[config.mk]
export PLATFORM = sky130hd
export DESIGN_NAME = dwd_decoder
export DESIGN_NICKNAME = d
export VERILOG_FILES = /design/src/dwd_pkg.sv /design/src/dwd_fifo.sv /design/src/dwd_decoder.sv
export VERILOG_INCLUDE_DIRS = /design/src
export SDC_FILE = /design/constraint.sdc
export NUM_CORES = 1
export LEC_CHECK = 0
export BUFFER_PORTS_ARGS = -buffer_cell sky130_fd_sc_hd__clkbuf_2
export CAP_MARGIN = 20
export CORE_UTILIZATION = 61
export CTS_CLUSTER_SIZE = 25
export DETAILED_ROUTE_END_ITERATION = 10
export PLACE_DENSITY = 0.78
export SLEW_MARGIN = 20
export SYNTH_ARGS = -nofsm -noshare
export SYNTH_HDL_FRONTEND = slang
export SYNTH_SLANG_ARGS = --single-unit
[constraint.sdc]
create_clock -name sys_clk -period 5.12 [get_ports sys_clk]
set_input_delay 0.256 -clock sys_clk [delete_from_list [all_inputs] [get_ports sys_clk]]
set_output_delay 0.256 -clock sys_clk [all_outputs]
set_load 0.03 [all_outputs]
[src/dwd_cfg.svh]
// constants for the display word decoder
// Functional notes
// - 30-bit words, code in bits 29..26
// - code 00 skipped, next word requested
// - position X bits 22..15, Y 7..0
// - first char code from bits 20..15
// - second char code from bits 5..0
// - code 02 point then centred special char
// - only eight codes count as special
// - code 03 point, first char quarter inch right
// - lone second char half inch from point
// - code 04 type format, quarter inch chained
// - vector X from bits 23..15
// - vector Y from bits 8..0
// - code 05 vector centred, nine-bit components
// - code 06 half inch heading vector
// - code 06 after 02 reuses position
// - circle centred, unsigned radius, 377 diameter
// - code 10 ends frame data
// - no end word: keep buffered content
// - codes 12,13,14 flash versions of 02,03,04
// - flash half second on, half off
`ifndef DWD_CFG_SVH
`define DWD_CFG_SVH
`define DWD_WORD_W 30
`define DWD_FC_HI 29
`define DWD_FC_LO 26
`define DWD_POS_X_HI 22
`define DWD_POS_X_LO 15
`define DWD_POS_Y_HI 7
`define DWD_POS_Y_LO 0
`define DWD_C1_HI 20
`define DWD_C1_LO 15
`define DWD_C2_HI 5
`define DWD_C2_LO 0
`define DWD_VEC_X_HI 23
`define DWD_VEC_X_LO 15
`define DWD_VEC_Y_HI 8
`define DWD_VEC_Y_LO 0
`define DWD_FIFO_DEPTH 16
`define DWD_CLK_MHZ 250
`define DWD_FLASH_HALF_MS 500
`define DWD_FLASH_CYC (`DWD_FLASH_HALF_MS * 1000 * `DWD_CLK_MHZ)
`define DWD_OFS_QUARTER 8'h08
`define DWD_OFS_HALF 8'h10
`define DWD_HEADING_LEN 6'h10
`endif

[src/dwd_pkg.sv]
// types shared by the display word decoder
package dwd_pkg;
  typedef enum logic [3:0] {
    DWD_FC_NOP = 4'h0, DWD_FC_POS = 4'h1, DWD_FC_CH1 = 4'h2,
    DWD_FC_CH2 = 4'h3, DWD_FC_TYPE = 4'h4, DWD_FC_VEC = 4'h5,
    DWD_FC_AZ = 4'h6, DWD_FC_CIRC = 4'h7, DWD_FC_EOD = 4'h8,
    DWD_FC_CH1F = 4'ha, DWD_FC_CH2F = 4'hb, DWD_FC_TYPEF = 4'hc
  } dwd_fc_t;
  typedef enum logic [2:0] {
    DWD_ACT_NONE = 3'h0, DWD_ACT_POINT = 3'h1, DWD_ACT_CHAR = 3'h2,
    DWD_ACT_VEC = 3'h3, DWD_ACT_AZ = 3'h4, DWD_ACT_CIRC = 3'h5
  } dwd_act_t;
  typedef struct packed {
    dwd_act_t act;
    logic [7:0] x;
    logic [7:0] y;
    logic [8:0] dx;
    logic [8:0] dy;
    logic [5:0] char_code;
    logic flash;
  } dwd_cmd_t;
endpackage

[src/dwd_fifo.sv]
// parameterised word fifo with valid/ready on both sides
`timescale 1ns/1ps
module dwd_fifo #(
  parameter int WIDTH = 30,
  parameter int DEPTH = 16
) (
  input wire logic clk, // clock
  input wire logic rst, // async reset, high
  input wire logic [WIDTH-1:0] in_data, // word in
  input wire logic in_valid, // word offered
  output logic in_ready, // space left
  output logic [WIDTH-1:0] out_data, // head word
  output logic out_valid, // head valid
  input wire logic out_ready // head taken
);
  localparam int AW = $clog2(DEPTH);
  logic [WIDTH-1:0] mem [DEPTH];
  logic [AW-1:0] wr_q, rd_q;
  logic [AW:0] cnt_q;
  logic push, pop;
  // honest flags from the fill count
  assign in_ready = (cnt_q != DEPTH[AW:0]);
  assign out_valid = (cnt_q != '0);
  assign push = in_valid && in_ready;
  assign pop = out_valid && out_ready;
  assign out_data = mem[rd_q];
  // storage has no reset, pointers do
  always_ff @(posedge clk) begin
    if (push) begin
      mem[wr_q] <= in_data;
    end
  end
  always_ff @(posedge clk or posedge rst) begin
    if (rst) begin
      wr_q <= '0;
      rd_q <= '0;
      cnt_q <= '0;
    end else begin
      if (push) wr_q <= wr_q + 1'b1;
      if (pop) rd_q <= rd_q + 1'b1;
      cnt_q <= cnt_q + {{AW{1'b0}}, push} - {{AW{1'b0}}, pop};
    end
  end
endmodule

[src/dwd_decoder.sv]
// display word decoder: computer words in, plotting commands out
`timescale 1ns/1ps
`include "dwd_cfg.svh"
module dwd_decoder (
  input wire logic sys_clk, // 250 MHz clock
  input wire logic rst, // async reset, high
  input wire logic [29:0] word_in, // word from computer
  input wire logic word_valid, // word offered
  output logic word_req, // fifo has room, request next word
  input wire logic frame_start, // frame reinitialisation strobe
  output dwd_pkg::dwd_cmd_t cmd_out, // plotting command
  output logic cmd_valid, // command strobe
  input wire logic cmd_ready, // plotter accepts command
  output logic video_en, // z axis video enable
  output logic frame_done, // end of data seen this frame
  output logic special_err // bad special character code
);
  logic [29:0] head;
  logic head_valid, head_pop, fifo_ready;
  logic fs_m_q, fs_s_q, fs_d_q;
  logic frame_pulse;
  // frame strobe comes from the timing unit, another domain
  always_ff @(posedge sys_clk or posedge rst) begin
    if (rst) begin
      fs_m_q <= 1'b0;
      fs_s_q <= 1'b0;
      fs_d_q <= 1'b0;
    end else begin
      fs_m_q <= frame_start;
      fs_s_q <= fs_m_q;
      fs_d_q <= fs_s_q;
    end
  end
  assign frame_pulse = fs_s_q && !fs_d_q;

  // words queue here; stalled plotter back-pressures the computer
  dwd_fifo #(.WIDTH(`DWD_WORD_W), .DEPTH(`DWD_FIFO_DEPTH)) u_fifo (
    .clk(sys_clk),
    .rst(rst),
    .in_data(word_in),
    .in_valid(word_valid),
    .in_ready(fifo_ready),
    .out_data(head),
    .out_valid(head_valid),
    .out_ready(head_pop)
  );

  // field extraction
  wire [3:0] fc = head[`DWD_FC_HI:`DWD_FC_LO];
  wire [7:0] pos_x = head[`DWD_POS_X_HI:`DWD_POS_X_LO];
  wire [7:0] pos_y = head[`DWD_POS_Y_HI:`DWD_POS_Y_LO];
  wire [5:0] c1 = head[`DWD_C1_HI:`DWD_C1_LO];
  wire [5:0] c2 = head[`DWD_C2_HI:`DWD_C2_LO];
  wire [8:0] vec_x = head[`DWD_VEC_X_HI:`DWD_VEC_X_LO];
  wire [8:0] vec_y = head[`DWD_VEC_Y_HI:`DWD_VEC_Y_LO];
  wire flash_fc = fc[3] && (fc[2:0] != 3'h0);
  wire [2:0] base_fc = fc[2:0];

  // special character set for single-character mode
  wire c1_special = (c1 == 6'h00) || (c1 == 6'h0b) || (c1 == 6'h0c) ||
    (c1 == 6'h0d) || (c1 == 6'h0e) || (c1 == 6'h0f) ||
    (c1 == 6'h21) || (c1 == 6'h24);

  typedef enum logic [2:0] {
    ST_IDLE = 3'b000,
    ST_SECOND = 3'b001,
    ST_THIRD = 3'b010,
    ST_HOLD = 3'b011,
    ST_DONE = 3'b100
  } st_t;
  st_t st_q, st_d;
  logic [7:0] ref_x_q, ref_x_d, ref_y_q, ref_y_d;
  logic [7:0] type_x_q, type_x_d;
  logic type_ok_q, type_ok_d;
  logic [29:0] cur_q, cur_d;
  logic frame_done_q, frame_done_d;
  logic err_q, err_d;
  dwd_pkg::dwd_cmd_t cmd_q, cmd_d;
  logic cmd_v_q, cmd_v_d;
  logic pop_d;

  wire out_free = !cmd_v_q || cmd_ready;
  wire take = head_valid && out_free && (st_q == ST_IDLE) &&
    !frame_done_q;
  wire [3:0] cfc = cur_q[`DWD_FC_HI:`DWD_FC_LO];
  wire [5:0] cc1 = cur_q[`DWD_C1_HI:`DWD_C1_LO];
  wire [5:0] cc2 = cur_q[`DWD_C2_HI:`DWD_C2_LO];
  wire cflash = cfc[3];
  assign head_pop = pop_d;

  // build one command from a reference point
  function automatic dwd_pkg::dwd_cmd_t mk(dwd_pkg::dwd_act_t a,
      logic [7:0] x, logic [7:0] y, logic [5:0] ch, logic fl);
    dwd_pkg::dwd_cmd_t c;
    c = '0;
    c.act = a;
    c.x = x;
    c.y = y;
    c.char_code = ch;
    c.flash = fl;
    return c;
  endfunction

  // word decode and multi-step sequencing
  always_comb begin
    st_d = st_q;
    ref_x_d = ref_x_q;
    ref_y_d = ref_y_q;
    type_x_d = type_x_q;
    type_ok_d = type_ok_q;
    cur_d = cur_q;
    frame_done_d = frame_done_q;
    err_d = err_q;
    cmd_d = cmd_q;
    cmd_v_d = cmd_v_q && !cmd_ready;
    pop_d = 1'b0;
    // after reinit decoding resumes with whatever is still queued
    if (frame_pulse) begin
      frame_done_d = 1'b0;
    end
    if (take) begin
      pop_d = 1'b1;
      cur_d = head;
      if (fc == 4'h0) begin
        // nothing emitted, next word drawn next cycle
        cmd_v_d = 1'b0;
      end else if (fc == 4'h1) begin
        ref_x_d = pos_x;
        ref_y_d = pos_y;
        type_ok_d = 1'b0;
      end else if (fc == 4'h8) begin
        frame_done_d = 1'b1;
      end else if (base_fc == 3'h2 && (flash_fc || !fc[3])) begin
        cmd_d = mk(dwd_pkg::DWD_ACT_POINT, ref_x_q, ref_y_q, 6'h00,
          1'b0);
        cmd_v_d = 1'b1;
        err_d = !c1_special;
        st_d = ST_SECOND;
      end else if (base_fc == 3'h3 && (flash_fc || !fc[3])) begin
        cmd_d = mk(dwd_pkg::DWD_ACT_POINT, ref_x_q, ref_y_q, 6'h00,
          1'b0);
        cmd_v_d = 1'b1;
        st_d = ST_SECOND;
      end else if (base_fc == 3'h4 && (flash_fc || !fc[3])) begin
        // chained from previous type word or last position
        cmd_d = mk(dwd_pkg::DWD_ACT_CHAR,
          (type_ok_q ? type_x_q : ref_x_q) + `DWD_OFS_QUARTER,
          ref_y_q, c1, flash_fc);
        cmd_v_d = 1'b1;
        type_x_d = (type_ok_q ? type_x_q : ref_x_q) + `DWD_OFS_QUARTER;
        type_ok_d = 1'b1;
        st_d = (c2 != 6'h00) ? ST_SECOND : ST_IDLE;
      end else if (fc == 4'h5) begin
        cmd_d = mk(dwd_pkg::DWD_ACT_VEC, ref_x_q, ref_y_q, 6'h00, 1'b0);
        cmd_d.dx = vec_x;
        cmd_d.dy = vec_y;
        cmd_v_d = 1'b1;
      end else if (fc == 4'h6) begin
        // position kept, so an 02 word may precede it directly
        cmd_d = mk(dwd_pkg::DWD_ACT_AZ, ref_x_q, ref_y_q,
          `DWD_HEADING_LEN, 1'b0);
        cmd_d.dx = vec_x;
        cmd_d.dy = vec_y;
        cmd_v_d = 1'b1;
      end else if (fc == 4'h7) begin
        // radius from the low half; high half is a copy
        cmd_d = mk(dwd_pkg::DWD_ACT_CIRC, ref_x_q, ref_y_q, 6'h00, 1'b0);
        cmd_d.dx = {1'b0, pos_y};
        cmd_d.dy = {1'b0, pos_x};
        cmd_v_d = 1'b1;
      end
    end else if (out_free && st_q == ST_SECOND) begin
      cmd_v_d = 1'b1;
      st_d = ST_IDLE;
      if (cfc[2:0] == 3'h2) begin
        // centred special character, second slot blank
        cmd_d = mk(dwd_pkg::DWD_ACT_CHAR, ref_x_q, ref_y_q, cc1,
          cflash);
      end else if (cfc[2:0] == 3'h3) begin
        if (cc1 == 6'h00) begin
          cmd_d = mk(dwd_pkg::DWD_ACT_CHAR, ref_x_q + `DWD_OFS_HALF,
            ref_y_q, cc2, cflash);
        end else begin
          cmd_d = mk(dwd_pkg::DWD_ACT_CHAR, ref_x_q + `DWD_OFS_QUARTER,
            ref_y_q, cc1, cflash);
          st_d = (cc2 != 6'h00) ? ST_THIRD : ST_IDLE;
        end
      end else begin
        cmd_d = mk(dwd_pkg::DWD_ACT_CHAR, type_x_q + `DWD_OFS_QUARTER,
          ref_y_q, cc2, cflash);
        type_x_d = type_x_q + `DWD_OFS_QUARTER;
      end
    end else if (out_free && st_q == ST_THIRD) begin
      cmd_d = mk(dwd_pkg::DWD_ACT_CHAR, ref_x_q + `DWD_OFS_HALF,
        ref_y_q, cc2, cflash);
      cmd_v_d = 1'b1;
      st_d = ST_IDLE;
    end
  end

  // sequencing state
  always_ff @(posedge sys_clk or posedge rst) begin
    if (rst) begin
      st_q <= ST_IDLE;
      ref_x_q <= 8'h00;
      ref_y_q <= 8'h00;
      type_x_q <= 8'h00;
      type_ok_q <= 1'b0;
      cur_q <= 30'h0;
      frame_done_q <= 1'b0;
      err_q <= 1'b0;
    end else begin
      st_q <= st_d;
      ref_x_q <= ref_x_d;
      ref_y_q <= ref_y_d;
      type_x_q <= type_x_d;
      type_ok_q <= type_ok_d;
      cur_q <= cur_d;
      frame_done_q <= frame_done_d;
      err_q <= err_d;
    end
  end

  // command register
  always_ff @(posedge sys_clk or posedge rst) begin
    if (rst) begin
      cmd_q <= '0;
      cmd_v_q <= 1'b0;
    end else begin
      cmd_q <= cmd_d;
      cmd_v_q <= cmd_v_d;
    end
  end

  // flash timer: half second on, half off; counted freely so all
  // flashing text blinks in step
  logic [27:0] fl_cnt_q;
  logic fl_on_q;
  wire fl_wrap = (fl_cnt_q == 28'(`DWD_FLASH_CYC - 1));
  always_ff @(posedge sys_clk or posedge rst) begin
    if (rst) begin
      fl_cnt_q <= 28'h0;
      fl_on_q <= 1'b1;
    end else begin
      fl_cnt_q <= fl_wrap ? 28'h0 : fl_cnt_q + 28'h1;
      fl_on_q <= fl_wrap ? !fl_on_q : fl_on_q;
    end
  end

  // video gate for the command on display
  logic video_q, req_q;
  always_ff @(posedge sys_clk or posedge rst) begin
    if (rst) begin
      video_q <= 1'b0;
      req_q <= 1'b0;
    end else begin
      video_q <= cmd_v_q && (!cmd_q.flash || fl_on_q);
      req_q <= fifo_ready;
    end
  end

  assign cmd_out = cmd_q;
  assign cmd_valid = cmd_v_q;
  assign video_en = video_q;
  assign word_req = req_q;
  assign frame_done = frame_done_q;
  assign special_err = err_q;
endmodule

==> run_results.csv <==
group,metric,value,unit
outcome,outcome,"completed",
timing,fin_ws,1.405,ns
yosys,synth-xor-area-share,1.958,%
yosys,synth_cell_types,69,
cells_and_area,nets,1367,
detailed_routing,vias,11290,
detailed_routing,drc,0,
clocking,clk-insertion-delay-late,0.57,ns
worst_setup_path,crit_path_start_kind,"flip-flop",
worst_setup_path,cp.required,5.58,ns
flow_run,cap_violations,0,
floorplanning,fp.dieH,183.7,µm
placed_design,place_congestion,0.8598,
yosys,synth_area,20130,µm²
timing,max_freq,269.2,MHz
worst_setup_path,cp_data_arrival_time,4.17,ns
global_route,grt_max_degree,87,
timing,finalHoldViolCount,0,
global_route,grt_pass1_wl,66650,µm
floorplanning,die_w,183.7,µm
yosys,synth_top_family_by_area,"multiplexers",
clocking,cts-root-buf,"clkbuf_16",
worst_setup_path,timing_worst_setup_path_type,"flip-flop to flip-flop",
detailed_routing,finalWirelength,43480,µm
timing,max_slew_margin,35.71,%
clocking,clockBufferDepth,3,
clocking,htree_levels,2,
cells_and_area,multi_input_area,5756,µm²
detailed_routing,dr.pass1.iters,5,
placed_design,pre_cts_ws,1.451,ns
timing,setup_violations,0,
clocking,cts_tree,"yes",
yosys,synth_edf_count,352,
pwr,totalPowerFinal,0.01440,W
clocking,numCtsBuffers,48,
clocking,cts.sinks,489,
yosys,synthMuxAreaShare,14.13,%
yosys,synth-compound-area-share,4.960,%
timing,period_share,72.55,%
yosys,synth_seq_area_share,69.55,%
cells_and_area,area_delta_synth_final,12.87,%
yosys,ys_async_sr_fraction,28.02,%
floorplanning,num_io_pins,84,
worst_setup_path,endpoint_kind,"flip-flop",
worst_setup_path,crit_fanout,59,
timing,worstMarginPinSlew,0.9644,ns
global_route,grt_overflow_total,0,
pwr,power_density,633.8,nW/µm²
timing,finClkSkew,0.02459,ns
yosys,synthCells,1211,
detailed_routing,final_antenna_net_count,0,
detailed_routing,routed_via_density,6.276,
placed_design,hpwl,24670,µm
clocking,path_clk_slew,0.06,ns
placed_design,dp.cells,1705,
yosys,yosys.area_share.simple,6.222,%
yosys,ys_ff_latch,489,
pwr,peakVddDrop,361.4,µV
global_route,antenna_found_initial,1,
cells_and_area,drive_gt1_share,24.21,%
floorplanning,num_rows,66,
timing,grt_setup_unrepaired,"no",
yosys,syn_area_per_cell,16.62,µm²
detailed_routing,drtIter0Drc,966,
floorplanning,core-area,32540,µm²
yosys,yosys_warnings,0,
cells_and_area,final_core_util,69.83,%
detailed_routing,wl_per_cell,24.18,µm
clocking,postCtsSetupBuffers,0,
yosys,syn-num-nets,1263,
cells_and_area,final_cells,1798,
yosys,ys_dominant_reg_cell,"edfxtp_1",
global_route,first_global_vias,11360,
timing,finalMaxSlewViolations,0,
cells_and_area,seq_area,14010,µm²
yosys,synthAdderAreaFrac,1.094,%
pwr,p_leak,8.442,nW
hold_path,hp-class,"input pin to flip-flop",
placed_design,port_buffers,75,
floorplanning,start_util,61.87,%
timing,min_period,3.715,ns
clocking,cts_resized,0,
cells_and_area,n_fill_cell,2113,
global_route,track_usage,26.72,%
floorplanning,dieArea,33730,µm²
timing,final.setup.tns,0,ns
## cell families (layout without fill, tap and decap cells)
logic type	count (synthesis)	in the layout
mux	168	168
other cells	0	1
xor+xnor	45	45
compound gates	154	154
buf+inv	79	223
fa+ha+maj	17	17
simple gates	259	259
flops	489	489
## what timing repair did
action,CTS,global route
endpoints found under the setup margin,0,0
endpoints found under the hold margin,85,0
hold buffers,2,0
## worst paths after layout
path / to / startpoint / slack, ns / depth (start not counted)
min in group asynchronous: word_req$_DFF_PP0_ / rst / 0.39 / 3
worst min-delay path: u_fifo.mem[0][16]$_DFFE_PP_ / word_in[16] / 0.08 / 1
worst max-delay path: cmd_out[8]$_DFFE_PP0P_ / u_fifo.rd_q[1]$_DFFE_PP0P_ / 1.41 / 7
max in group asynchronous: u_fifo.rd_q[0]$_DFFE_PP0P_ / rst / 3.47 / 4
worst max register to register: cmd_out[8]$_DFFE_PP0P_ / u_fifo.rd_q[1]$_DFFE_PP0P_ / 1.41 / 7
worst min register to register: fs_d_q$_DFF_PP0_ / fs_s_q$_DFF_PP0_ / 0.39 / 0
## area by class of cell
class | instances | share of cell area [%]
Sequential cell | 489 | 61.65
Multi-Input combinational cell | 643 | 25.33
Inverter | 28 | 0.4846
Antenna cell | 1 | 0.01101
Tap cell | 442 | 2.434
Clock buffer | 61 | 5.639
Clock inverter | 29 | 1.784
Timing Repair Buffer | 105 | 2.665
## worst max-delay path: stages, from the launching register on
cell       delay [ns]
dfrtp_4          1.00
nor2b_1          0.41
a2111oi_2        0.63
o221ai_2         0.25
a31oi_4          0.83
buf_4            0.31
nand2_1          0.06
o21ai_0          0.08
## where the power goes
part	internal, W	total (W)	switching, W
sequential	0.00493	0.00548	0.000543
combinational	0.00209	0.00520	0.00311
clock	0.00224	0.00373	0.00148
total	0.00927	0.0144	0.00513
## routing by layer
| metal | vias up | part of all wire [%] | track usage, % |
|---|---|---|---|
| li1 | 4879 | - | - |
| met1 | 5782 | 39 | 35.46 |
| met2 | 510 | 50 | 44.33 |
| met3 | 112 | 7.8 | 5.131 |
| met4 | 2 | 3.3 | 9.867 |
| met5 | - | 0.030 | 0 |
## Yosys cell counts (3+ instances only)
master / instances / share of area, %
or2_2: 3 / 0.093
a22oi_1: 17 / 0.63
a211oi_1: 10 / 0.37
a22o_1: 5 / 0.22
o21ai_0: 59 / 1.5
nor3b_1: 5 / 0.19
nand3_1: 21 / 0.52
o31ai_1: 7 / 0.26
nor3_1: 6 / 0.15
a21oi_1: 23 / 0.57
buf_1: 4 / 0.075
or3_1: 5 / 0.16
nor2b_1: 11 / 0.34
xnor2_1: 28 / 1.2
mux2_1: 5 / 0.28
buf_6: 6 / 0.34
o21ai_1: 4 / 0.099
a221oi_1: 4 / 0.17
mux4_2: 89 / 10
edfxtp_1: 352 / 53
dfrtp_1: 136 / 17
a21o_1: 6 / 0.22
buf_4: 9 / 0.34
a21boi_0: 3 / 0.11
ha_1: 16 / 0.99
nand2_1: 113 / 2.1
nand4_1: 6 / 0.19
xor2_1: 17 / 0.74
mux2i_1: 44 / 2.2
mux2_2: 28 / 1.6
clkbuf_1: 15 / 0.28
buf_2: 14 / 0.35
nor4_1: 11 / 0.34
and3_1: 10 / 0.31
nor2_1: 43 / 0.80
and2_1: 11 / 0.34
inv_1: 26 / 0.48
## registers in the layout, summed over array words and instances (netlist names)
| register | count |
|---|---|
| special_err | 1 |
| type_x_q | 8 |
| cmd_out | 44 |
| u_fifo.cnt_q | 5 |
| cmd_valid | 1 |
| fl_cnt_q | 28 |
| fl_on_q | 1 |
| fs_s_q | 1 |
| u_fifo.wr_q | 4 |
| word_req | 1 |
| st_q | 2 |
| ref_x_q | 8 |
| ref_y_q | 8 |
| fs_m_q | 1 |
| u_fifo.rd_q | 4 |
| video_en | 1 |
| frame_done | 1 |
| u_fifo.mem | 352 |
| cur_q | 16 |
| type_ok_q | 1 |
| fs_d_q | 1 |
## through the flow
stage,hold slack [ns],instance area (µm²)
global route,0.09504,22720
finish,0.08492,22720
global placement,0.3620,21010
CTS,0.05575,22720
detailed placement,0.3683,21010
floorplan,0.2874,20130
## cell usage in the layout (no fill, tap or decap), types with 7 or more instances in the layout
cell / instances
and2_1: 8
mux2_2: 28
clkinv_2: 8
clkbuf_1: 11
xor2_1: 17
mux4_2: 89
xnor2_1: 28
nor4_1: 7
mux2i_1: 44
ha_1: 16
inv_1: 25
buf_4: 28
clkbuf_2: 75
nor2_1: 38
nand3_1: 21
a211oi_1: 10
and3_1: 10
edfxtp_1: 352
o31ai_1: 7
clkbuf_16: 49
dfrtp_1: 134
o21ai_0: 59
a21oi_1: 23
a22oi_1: 17
bufinv_16: 9
nor2b_1: 11
nand2_1: 113
No activity file was read; power rests on OpenSTA's default activity.
